--- config.mk ---
export PLATFORM = sky130hd
export DESIGN_NAME = dcc_counter
export DESIGN_NICKNAME = d
export VERILOG_FILES = /design/src/rtl/dcc_counter.v /design/src/rtl/dcc_sync.v /design/src/rtl/dcc_digit.v
export VERILOG_INCLUDE_DIRS = /design/src /design/src/rtl
export SDC_FILE = /design/constraint.sdc
export NUM_CORES = 1
export LEC_CHECK = 0
export BUFFER_PORTS_ARGS = -buffer_cell sky130_fd_sc_hd__buf_4
export CORE_MARGIN = 2
export CORE_UTILIZATION = 55
export CTS_BUF_LIST = sky130_fd_sc_hd__clkbuf_8 sky130_fd_sc_hd__clkbuf_16
export DETAILED_ROUTE_END_ITERATION = 10
export PLACE_DENSITY = 0.83
export SETUP_SLACK_MARGIN = 0.05
export SLEW_MARGIN = 10
export SYNTH_ARGS = -nofsm -noshare
export SYNTH_HDL_FRONTEND = slang
export SYNTH_SLANG_ARGS = --single-unit
--- constraint.sdc ---
create_clock -name i_clk -period 4 [get_ports i_clk]
set_input_delay 0.2 -clock i_clk [delete_from_list [all_inputs] [get_ports i_clk]]
set_output_delay 0.2 -clock i_clk [all_outputs]
set_load 0.01 [all_outputs]
--- src/rtl/dcc_regs.vh ---
`ifndef DCC_REGS_VH
`define DCC_REGS_VH

// ============================================================
// register offsets (byte addresses, one word each)
`define DCC_CTRL_OFS 8'h00
`define DCC_STATUS_OFS 8'h04
`define DCC_VALUE_OFS 8'h08

// ============================================================
// control fields and reset value
`define DCC_CTRL_RUN_BIT 0
`define DCC_CTRL_LOOP_BIT 1
`define DCC_CTRL_RST 2'h0

// ============================================================
// status fields
`define DCC_STAT_POINT_LSB 8
`define DCC_STAT_CARRY_BIT 12
`define DCC_STAT_SUB_BIT 13
`define DCC_STAT_COUT_BIT 14

// ============================================================
// digit values and cycle points
`define DCC_DIGIT_NINE 4'h9
`define DCC_DIGIT_ZERO 4'h0
`define DCC_POINT_FIRST 4'h9
`define DCC_POINT_LAST 4'h0

// ============================================================
// timing: clock period, cycle point and carry window in ns
`define DCC_CLK_NS 10
`define DCC_POINT_NS 100
`define DCC_CARRY_NS 80
`define DCC_POINT_CYC ((`DCC_POINT_NS + `DCC_CLK_NS - 1) / `DCC_CLK_NS)
`define DCC_CARRY_CYC (`DCC_CARRY_NS / `DCC_CLK_NS)

`endif

--- src/rtl/dcc_counter.v ---
`timescale 1ns/10ps
`include "dcc_regs.vh"
module dcc_counter #(
  parameter N = 6,
  parameter [7:0] POINT_CYC = `DCC_POINT_CYC,
  parameter [7:0] CARRY_CYC = `DCC_CARRY_CYC
) (
  // clock and reset
  input wire i_clk,
  input wire i_nrst,
  // wishbone slave
  input wire i_wb_cyc,
  input wire i_wb_stb,
  input wire i_wb_we,
  input wire [7:0] i_wb_adr,
  input wire [3:0] i_wb_sel,
  input wire [31:0] i_wb_dat,
  output reg [31:0] o_wb_dat,
  output reg o_wb_ack,
  // card and control pins
  input wire [N-1:0] i_start,
  input wire [N-1:0] i_stop,
  input wire i_sub_ctrl,
  input wire i_carry_input_hub,
  // carry, listing and cycle point outputs
  output reg o_carry_out,
  output reg [N-1:0] o_list,
  output reg [3:0] o_point,
  output reg o_carry_time
);
  // ============================================================
  // sequencer states
  localparam [1:0] ST_IDLE = 2'h0;
  localparam [1:0] ST_ADD = 2'h1;
  localparam [1:0] ST_CARRY = 2'h2;

  reg [1:0] state;
  reg [7:0] cnt;
  reg [1:0] ctrl;
  reg [N-1:0] running;
  wire [N-1:0] start_s;
  wire [N-1:0] stop_s;
  wire sub_s;
  wire cin_s;
  wire [4*N-1:0] digits;
  wire [N-1:0] pend;
  reg [N-1:0] step;
  reg [N-1:0] active;
  reg [N:0] cin;
  reg [N-1:0] load;
  reg [31:0] value_rd;
  reg [31:0] value_wr;
  wire tick;
  wire carry_end;
  wire wb_req;
  reg hit_ctrl;
  reg hit_status;
  reg hit_value;
  reg [31:0] status_word;
  integer i;
  integer j;

  // byte-lane merge for register writes
  function [31:0] merge;
    input [31:0] old;
    input [31:0] nw;
    input [3:0] sel;
    integer k;
    begin
      for (k = 0; k < 4; k = k + 1) begin
        merge[8*k +: 8] = sel[k] ? nw[8*k +: 8] : old[8*k +: 8];
      end
    end
  endfunction

  // ============================================================
  // pin synchronisers; impulses stand a whole point, so the
  // two-cycle delay only shortens the sampling margin
  dcc_sync #(.W(2*N + 2)) u_sync (
    .i_clk(i_clk),
    .i_nrst(i_nrst),
    .i_d({i_start, i_stop, i_sub_ctrl, i_carry_input_hub}),
    .o_q({start_s, stop_s, sub_s, cin_s})
  );

  // ============================================================
  // machine cycle: points 9 down to 0, then the carry window
  // the points run whether or not a wheel started, so the carry
  // window always follows point 0 and a missing stop never hangs
  assign tick = (state == ST_ADD) && (cnt == POINT_CYC - 8'h1);
  assign carry_end = (state == ST_CARRY) && (cnt == CARRY_CYC - 8'h1);

  always @(posedge i_clk) begin
    if (!i_nrst) begin
      state <= ST_IDLE;
      cnt <= 8'h0;
      o_point <= `DCC_POINT_FIRST;
    end else begin
      case (state)
        ST_IDLE: begin
          cnt <= 8'h0;
          o_point <= `DCC_POINT_FIRST;
          if (ctrl[`DCC_CTRL_RUN_BIT]) begin
            state <= ST_ADD;
          end
        end
        ST_ADD: begin
          if (tick) begin
            cnt <= 8'h0;
            if (o_point == `DCC_POINT_LAST) begin
              state <= ST_CARRY;
            end else begin
              o_point <= o_point - 4'h1;
            end
          end else begin
            cnt <= cnt + 8'h1;
          end
        end
        ST_CARRY: begin
          if (carry_end) begin
            cnt <= 8'h0;
            o_point <= `DCC_POINT_FIRST;
            state <= ctrl[`DCC_CTRL_RUN_BIT] ? ST_ADD : ST_IDLE;
          end else begin
            cnt <= cnt + 8'h1;
          end
        end
        default: begin
          state <= ST_IDLE;
        end
      endcase
    end
  end

  // ============================================================
  // start and stop of wheels during the add period
  always @* begin
    for (i = 0; i < N; i = i + 1) begin
      // subtract: hot nine starts all wheels at point 9
      if (sub_s) begin
        active[i] = (running[i] || o_point == `DCC_POINT_FIRST)
          && !stop_s[i];
      end else begin
        active[i] = (running[i] || start_s[i]);
      end
      // point 0 closes the add period, so at most nine steps
      if (o_point == `DCC_POINT_LAST) begin
        active[i] = 1'b0;
      end
      step[i] = tick && active[i];
    end
  end

  // running wheels; an unstopped one runs until point 0
  always @(posedge i_clk) begin
    if (!i_nrst) begin
      running <= {N{1'b0}};
    end else if (state != ST_ADD) begin
      running <= {N{1'b0}};
    end else if (tick) begin
      running <= active;
    end
  end

  // ============================================================
  // carry ripple: nines relay, latched wraps originate; the
  // end-around term uses the registered carry out so there is
  // no combinational loop through the group
  // a nine stepped by carry wraps to zero but latches nothing,
  // so the carry it relays is never counted twice
  always @* begin
    cin[0] = cin_s
      || (ctrl[`DCC_CTRL_LOOP_BIT] && sub_s && o_carry_out);
    for (j = 0; j < N; j = j + 1) begin
      cin[j+1] = pend[j]
        || (digits[4*j +: 4] == `DCC_DIGIT_NINE && cin[j]);
    end
  end

  // carry out stands through the carry window for the next group
  always @(posedge i_clk) begin
    if (!i_nrst) begin
      o_carry_out <= 1'b0;
      o_carry_time <= 1'b0;
    end else begin
      o_carry_out <= (state == ST_CARRY) && !carry_end && cin[N];
      o_carry_time <= (state == ST_CARRY) && !carry_end;
    end
  end

  // ============================================================
  // listing: in subtract the sensed impulse passes to print
  always @(posedge i_clk) begin
    if (!i_nrst) begin
      o_list <= {N{1'b0}};
    end else begin
      o_list <= (sub_s && state == ST_ADD) ? stop_s : {N{1'b0}};
    end
  end

  // ============================================================
  // digit positions
  genvar g;
  generate
    for (g = 0; g < N; g = g + 1) begin : g_pos
      dcc_digit u_digit (
        .i_clk(i_clk),
        .i_nrst(i_nrst),
        .i_load(load[g]),
        .i_load_val(value_wr[4*g +: 4]),
        .i_step(step[g]),
        .i_carry(carry_end && cin[g]),
        .i_clr_pend(carry_end),
        .o_digit(digits[4*g +: 4]),
        .o_pend(pend[g])
      );
    end
  endgenerate

  // ============================================================
  // register access; value preload only while idle, since a
  // load mid-cycle would corrupt latched carries
  assign wb_req = i_wb_cyc && i_wb_stb && !o_wb_ack;

  // address decode; unmapped places read zero and drop writes,
  // but are still acknowledged so a stray access cannot hang
  always @* begin
    hit_ctrl = 1'b0;
    hit_status = 1'b0;
    hit_value = 1'b0;
    if (i_wb_adr == `DCC_CTRL_OFS) begin
      hit_ctrl = 1'b1;
    end else if (i_wb_adr == `DCC_STATUS_OFS) begin
      hit_status = 1'b1;
    end else if (i_wb_adr == `DCC_VALUE_OFS) begin
      hit_value = 1'b1;
    end
  end

  // status word; pending latches show only between the add
  // period and the end of the carry window
  always @* begin
    status_word = 32'h0;
    status_word[N-1:0] = pend;
    status_word[`DCC_STAT_POINT_LSB +: 4] = o_point;
    status_word[`DCC_STAT_CARRY_BIT] = o_carry_time;
    status_word[`DCC_STAT_SUB_BIT] = sub_s;
    status_word[`DCC_STAT_COUT_BIT] = o_carry_out;
  end

  // preload merges byte lanes over the current wheels, so a
  // partial write keeps the untouched digits
  always @* begin
    value_rd = 32'h0;
    value_rd[4*N-1:0] = digits;
    value_wr = merge(value_rd, i_wb_dat, i_wb_sel);
    load = {N{1'b0}};
    if (wb_req && i_wb_we && hit_value && state == ST_IDLE) begin
      load = {N{1'b1}};
    end
  end

  // classic single-cycle ack, dropped in the following cycle;
  // a write lands at the edge that raises ack
  always @(posedge i_clk) begin
    if (!i_nrst) begin
      o_wb_ack <= 1'b0;
      o_wb_dat <= 32'h0;
      ctrl <= `DCC_CTRL_RST;
    end else begin
      o_wb_ack <= wb_req;
      if (wb_req && i_wb_we && hit_ctrl && i_wb_sel[0]) begin
        ctrl <= i_wb_dat[1:0];
      end
      if (wb_req && !i_wb_we) begin
        if (hit_ctrl) begin
          o_wb_dat <= {30'h0, ctrl};
        end else if (hit_status) begin
          o_wb_dat <= status_word;
        end else if (hit_value) begin
          o_wb_dat <= value_rd;
        end else begin
          o_wb_dat <= 32'h0;
        end
      end
    end
  end
endmodule

--- src/rtl/dcc_sync.v ---
`timescale 1ns/10ps
// ============================================================
// two flip-flop synchroniser for pin levels
module dcc_sync #(
  parameter W = 1
) (
  // clock and reset
  input wire i_clk,
  input wire i_nrst,
  // levels
  input wire [W-1:0] i_d,
  output reg [W-1:0] o_q
);
  reg [W-1:0] meta;

  // first stage feeds only the second stage
  always @(posedge i_clk) begin
    if (!i_nrst) begin
      meta <= {W{1'b0}};
      o_q <= {W{1'b0}};
    end else begin
      meta <= i_d;
      o_q <= meta;
    end
  end
endmodule

--- src/rtl/dcc_digit.v ---
`timescale 1ns/10ps
`include "dcc_regs.vh"
// ============================================================
// one decimal wheel with its carry-pending latch
module dcc_digit (
  // clock and reset
  input wire i_clk,
  input wire i_nrst,
  // software preload
  input wire i_load,
  input wire [3:0] i_load_val,
  // stepping
  input wire i_step,
  input wire i_carry,
  input wire i_clr_pend,
  // state
  output reg [3:0] o_digit,
  output reg o_pend
);
  // modulo ten increment
  function [3:0] next_digit;
    input [3:0] d;
    begin
      if (d == `DCC_DIGIT_NINE) begin
        next_digit = `DCC_DIGIT_ZERO;
      end else begin
        next_digit = d + 4'h1;
      end
    end
  endfunction

  // wheel and latch; a wrap in carry time never latches
  always @(posedge i_clk) begin
    if (!i_nrst) begin
      o_digit <= `DCC_DIGIT_ZERO;
      o_pend <= 1'b0;
    end else if (i_load) begin
      o_digit <= (i_load_val > `DCC_DIGIT_NINE) ? `DCC_DIGIT_ZERO : i_load_val;
      o_pend <= 1'b0;
    end else begin
      if (i_step || i_carry) begin
        o_digit <= next_digit(o_digit);
      end
      if (i_step && o_digit == `DCC_DIGIT_NINE) begin
        o_pend <= 1'b1;
      end else if (i_clr_pend) begin
        o_pend <= 1'b0;
      end
    end
  end
endmodule

==> reports/qor.yml, run 1 <==
cp_max_fo: 14
clkPwrFrac_pct: 50.8
worst_slew_pin_slew_ns: 0.7263
dieArea_um2: 11180
portBuffers: 90
cpPeakStageDelay_ns: 0.60
synth_ff_type: "dfxtp_1"
drive_above_1_share_pct: 17.45
crit_buf_inv: 0
arrival_ns: 3.02
ir_drop_mv: 0.3161
worst_hold_path_type: "in -> reg"
grt_pass1_vias: 5205
diodes: 0
firstDrtPassIters: 6
ys_types: 70
dp_hpwl_um: 9964
final.period_utilization_pct: 64.99
fillerInstances: 757
grt_max_degree: 59
grt_overflow: 0
seq_area_frac_synth_pct: 39.75
p_switching_uw: 695.5
multi_input_area_um2: 3079
setup_viol: 0
clock.fmax_mhz: 384.7
crit_slowest_cell: "o22ai_1"
viasPerCell: 5.928
nets: 843
chipHeight_um: 105.7
synth-async-reset-ratio_pct: 0
synthToLayoutAreaGrowth_pct: 23.79
cts_sinks: 113
crit_required_ns: 4.42
hold_violations: 0
pwr-share-seq_pct: 42.7
floorplan.initialDensity_pct: 55.87
power_per_cell_area_nw_per_um2: 383.6
syn_area_per_cell_um2: 8.259
path_cells: "nor4_4 > nand3_1 > o22ai_1 > nand2_1 > mux2i_1 > a211oi_1"
cts_setup_buffers: 0
synth_area_um2: 5690
grt_pass1_wl_um: 24610
path_clk_slew_ns: 0.06
dpl.cell_count: 870
cts_tree: "built"
synth_cells: 689
ys_seq_elements: 113
fin_crit_ns: 2.600
htreeDepth: 4
numCtsBuffers: 17
ant_nets: 0
clock_latency_ns: 0.51
track_usage_pct: 27.17
fin_skew_ns: 0.005679
instances_no_fill: 921
switching_share_pct: 25.74
drc: 0
yosys_warnings: 0
grt_setup_unrepaired: "false"
crit_family: "simple AND/OR/NAND/NOR gates"
core_um2: 10180
pwr-share-comb_pct: 6.5
status: "complete, no violations"
antenna_found_initial: 0
io_pins: 108
layout_commonest_cell: "dfxtp_1"
place_congestion: 0.8519
vias: 5460
layout_common_cells: "dfxtp_1, buf_4, nor2_1"
max_slew_margin_pct: 51.13
rows: 37
crit_type: "reg -> reg"
leakage_nw: 2.781
cp-start-kind: "register"
synth_edf_count: 0
ff_latch_area_um2: 2262
die_w_um: 105.7
power_mw: 2.702
maxCapViolCount: 0
wl_um: 14950
finalSetupTns_ns: 0
cts_buffer_depth: 2
internal-power_mw: 2.007
cts_root_buf: "clkbuf_8"
drt_iter0_drc: 507
wl_per_cell_um: 16.24
slew_violations: 0
end_kind: "register"
## worst reg2reg max path, delay by kind of cell, from the launching register on
kind             cells  cell delay [ns]
AND/OR/NAND/NOR      3             1.20
AO/OA/AOI/OAI        2             0.83
flip-flops           1             0.35
multiplexers         1             0.15
## cell usage after synthesis, types with 14 or more instances
cell type / number / area (um^2)
a21oi_1: 44 / 220.2
a22oi_1: 30 / 225.2
and2_1: 34 / 212.7
clkbuf_1: 31 / 116.4
dfxtp_1: 113 / 2262
inv_1: 28 / 105.1
mux2i_1: 14 / 140.1
nand2_1: 48 / 180.2
nand3_1: 22 / 110.1
nor2_1: 77 / 289.0
nor2b_1: 15 / 93.84
o21ai_0: 34 / 170.2
## cells by family after synthesis
group | count (synthesis) | synth area share [%]
DFF | 113 | 39.75
buffers and inverters | 83 | 6.596
xor gates and xnor gates | 13 | 2.001
other | 1 | 0.06590
and+or+nand+nor | 273 | 25.26
AOI/OAI and AO/OA | 184 | 22.10
adders and majority gates | 8 | 1.759
muxes | 14 | 2.463
## final cells by class
cell class | count | area share [%]
well taps | 136 | 2.416
repair buffers | 112 | 12.61
multi-input cells | 500 | 43.71
inverters | 28 | 1.492
flip-flops and latches | 113 | 32.11
clock buffers | 17 | 5.879
clock inverters | 15 | 1.776
## power by group through the flow
stage	registers [mW]	clock network, mW	logic, mW
4_1_cts	1.15	1.39	0.171
3_3_place_gp	1.18	0	0.149
5_1_grt	1.16	1.44	0.191
6_report	1.16	1.37	0.174
3_5_place_dp	1.18	0	0.155
2_1_floorplan	1.17	0	0.101
## state kept, by name (all words and copies together) (netlist names)
name,count
g_pos.u_digit.o_digit,24
o_point,4
running,6
ctrl,2
o_list,6
o_carry_time,1
u_sync.o_q,14
o_wb_dat,24
cnt,8
state,2
o_wb_ack,1
u_sync.meta,14
o_carry_out,1
g_pos.u_digit.o_pend,6
## path summary, 6_finish.rpt
kind,slack [ns],depth (start not counted),end,start
max,1.40,6,g_pos[1].u_digit.o_digit[1],cnt[7]
min,0.01,3,g_pos[2].u_digit.o_digit[0],i_wb_dat[8]
max reg2reg,1.40,6,g_pos[1].u_digit.o_digit[1],cnt[7]
min reg2reg,0.43,1,u_sync.o_q[12],u_sync.meta[12]
## through the flow
step                cell area [um^2]  hold slack [ns]  setup WS (ns)  util [%]
floorplan                       5717           0.3273          2.007         -
global route                    7044         0.006719          1.164     69.16
detailed placement              6315           0.4103          1.325     62.00
CTS                             7044         0.001254          1.460     69.16
global placement                6315           0.4087          1.419     62.00
finish                          7044          0.01486          1.400     69.16
## repair_timing
item | CTS | global route
hold buffers | 19 | 0
resized for setup | 0 | 0
hold endpoints to repair | 18 | 0
## per-layer routing
| metal | vias up | wire length (um) | global-route usage [%] |
|---|---|---|---|
| met2 | 260 | 7537 | 47.93 |
| met3 | 32 | 1072 | 6.246 |
| met5 | - | 0 | 0 |
| met4 | 0 | 310 | 10.90 |
| met1 | 2555 | 6033 | 31.74 |
| li1 | 2613 | - | - |
(Power assumes the default switching activity.)
==> inputs of run 2 (changes only) <==
clock period = 2.6 ns   (was 4 ns; I/O delays follow)
==> reports/qor.yml, run 2 (synthesis gave the netlist of run 1 again) <==
status: "complete, no violations"
antenna_found_initial: 0
cp-start-kind: "register"
path_cells: "inv_1 > ha_1 > and4b_1 > a221oi_1 > o22ai_2 > nand3_1 > nor2_1 > o311a_1"
reg2reg_to: "g_pos[0].u_digit.o_digit[3]"
min_to: "g_pos[0].u_digit.o_digit[2]"
crit_required_ns: 3.01
setup_viol: 0
hold_violations: 0
die_w_um: 105.7
track_usage_pct: 28.43
min_path_cells: 4
viasPerCell: 6.052
synthToLayoutAreaGrowth_pct: 28.03
power_per_cell_area_nw_per_um2: 595.4
crit_type: "reg -> reg"
layout_commonest_cell: "dfxtp_1"
cts_root_buf: "clkbuf_8"
leakage_nw: 2.901
wl_per_cell_um: 17.05
layout_common_cells: "dfxtp_1, buf_4, nor2_1"
clock_latency_ns: 0.52
path_clk_slew_ns: 0.06
nets: 863
rows: 37
numCtsBuffers: 17
ant_nets: 0
min_from: "i_wb_dat[3]"
finalInstanceArea_um2: 7286
chipHeight_um: 105.7
power_mw: 4.338
largestRegisters: "g_pos.u_digit.o_digit: 24 flops, o_wb_dat: 24 flops"
whs_ns: 0.01049
final.period_utilization_pct: 92.68
grt_pass1_wl_um: 25710
fin_crit_ns: 2.410
grt_max_degree: 57
drt_iter0_drc: 519
cts_buffer_depth: 2
maxCapViolCount: 0
io_pins: 108
rrSetupSlack_ns: 0.19
floorplan.initialDensity_pct: 55.87
cp_max_fo: 6
htreeDepth: 4
wl_um: 16040
dieArea_um2: 11180
rr_worst_depth: 8
portBuffers: 90
diodes: 0
firstDrtPassIters: 8
fin_skew_ns: 0.008022
end_kind: "register"
worstReg2RegStart: "o_point[1]"
clock.fmax_mhz: 415.0
cts_setup_buffers: 0
cts_tree: "built"
grt_overflow: 0
worst_hold_path_type: "in -> reg"
max_slew_margin_pct: 48.68
core_um2: 10180
dp_hpwl_um: 10520
cpPeakStageDelay_ns: 0.52
finalSetupTns_ns: 0
place_congestion: 0.8577
worst_slew_pin_slew_ns: 0.7689
drive_above_1_share_pct: 19.38
vias: 5695
ir_drop_mv: 0.3765
slew_violations: 0
drc: 0
cts_sinks: 113
crit_slowest_cell: "a221oi_1"
arrival_ns: 2.82
placed_area_um2: 6420
grt_pass1_vias: 5400
grt_setup_unrepaired: "true"
run 2: worst max-delay path by stage:
stage	startpoint	to	slack [ns]	depth (start not counted)
3_5_place_dp	o_point[0]	g_pos[4].u_digit.o_digit[2]	0.23	8
6_report	o_point[1]	g_pos[0].u_digit.o_digit[3]	0.19	8
3_3_place_gp	o_point[0]	g_pos[4].u_digit.o_digit[2]	0.33	8
2_1_floorplan	o_point[0]	g_pos[2].u_digit.o_digit[1]	0.61	8
5_1_grt	o_point[1]	g_pos[0].u_digit.o_digit[3]	0.03	8
4_1_cts	o_point[1]	g_pos[4].u_digit.o_digit[0]	0.21	8
run 2: what timing repair did:
action | 4_1_cts | 5_1_grt
endpoints found under the hold margin | 23 | 0
endpoints found under the setup margin | 0 | 10
hold buffers | 25 | 0
resized for setup | 0 | 6
run 2: worst max-delay path: cells and delay by family, from the launching register on:
kind	cells	cell delay, ns
flops	1	0.45
fa+ha+maj	1	0.19
simple gates	3	0.50
buf+inv	1	0.11
compound gates	3	1.04
run 2: power by group:
group	leakage [nW]	switching, mW	internal [mW]
sequential	0.916	0.0183	1.76
combinational	1.71	0.150	0.141
clock	0.279	0.956	1.32
total	2.90	1.12	3.21
run 2: metal layers:
layer | vias up | part of all wire, % | global-route usage [%] | wire length (um)
met3 | 68 | 8.4 | 6.494 | 1346
met2 | 327 | 49 | 48.94 | 7912
met1 | 2642 | 39 | 33.55 | 6220
li1 | 2658 | - | - | -
met5 | - | 0 | 0 | 0
met4 | 0 | 3.5 | 13.16 | 562
run 2: layout make-up:
cell class	count	area (um^2)
Clock buffer	17	414.1
Clock inverter	15	160.2
Fill cell	721	2899
Inverter	28	105.1
Multi-Input combinational cell	500	3120
Sequential cell	113	2262
Tap cell	136	170.2
Timing Repair Buffer	132	1054
run 2: per-stage QoR:
step | utilization, % | cells | setup WS (ns)
detailed placement | 63.03 | 884 | 0.2273
finish | 71.54 | 941 | 0.1904
CTS | 71.13 | 941 | 0.2068
floorplan | - | 696 | 0.6074
global route | 71.54 | 941 | 0.03078
global placement | 63.03 | 884 | 0.3338
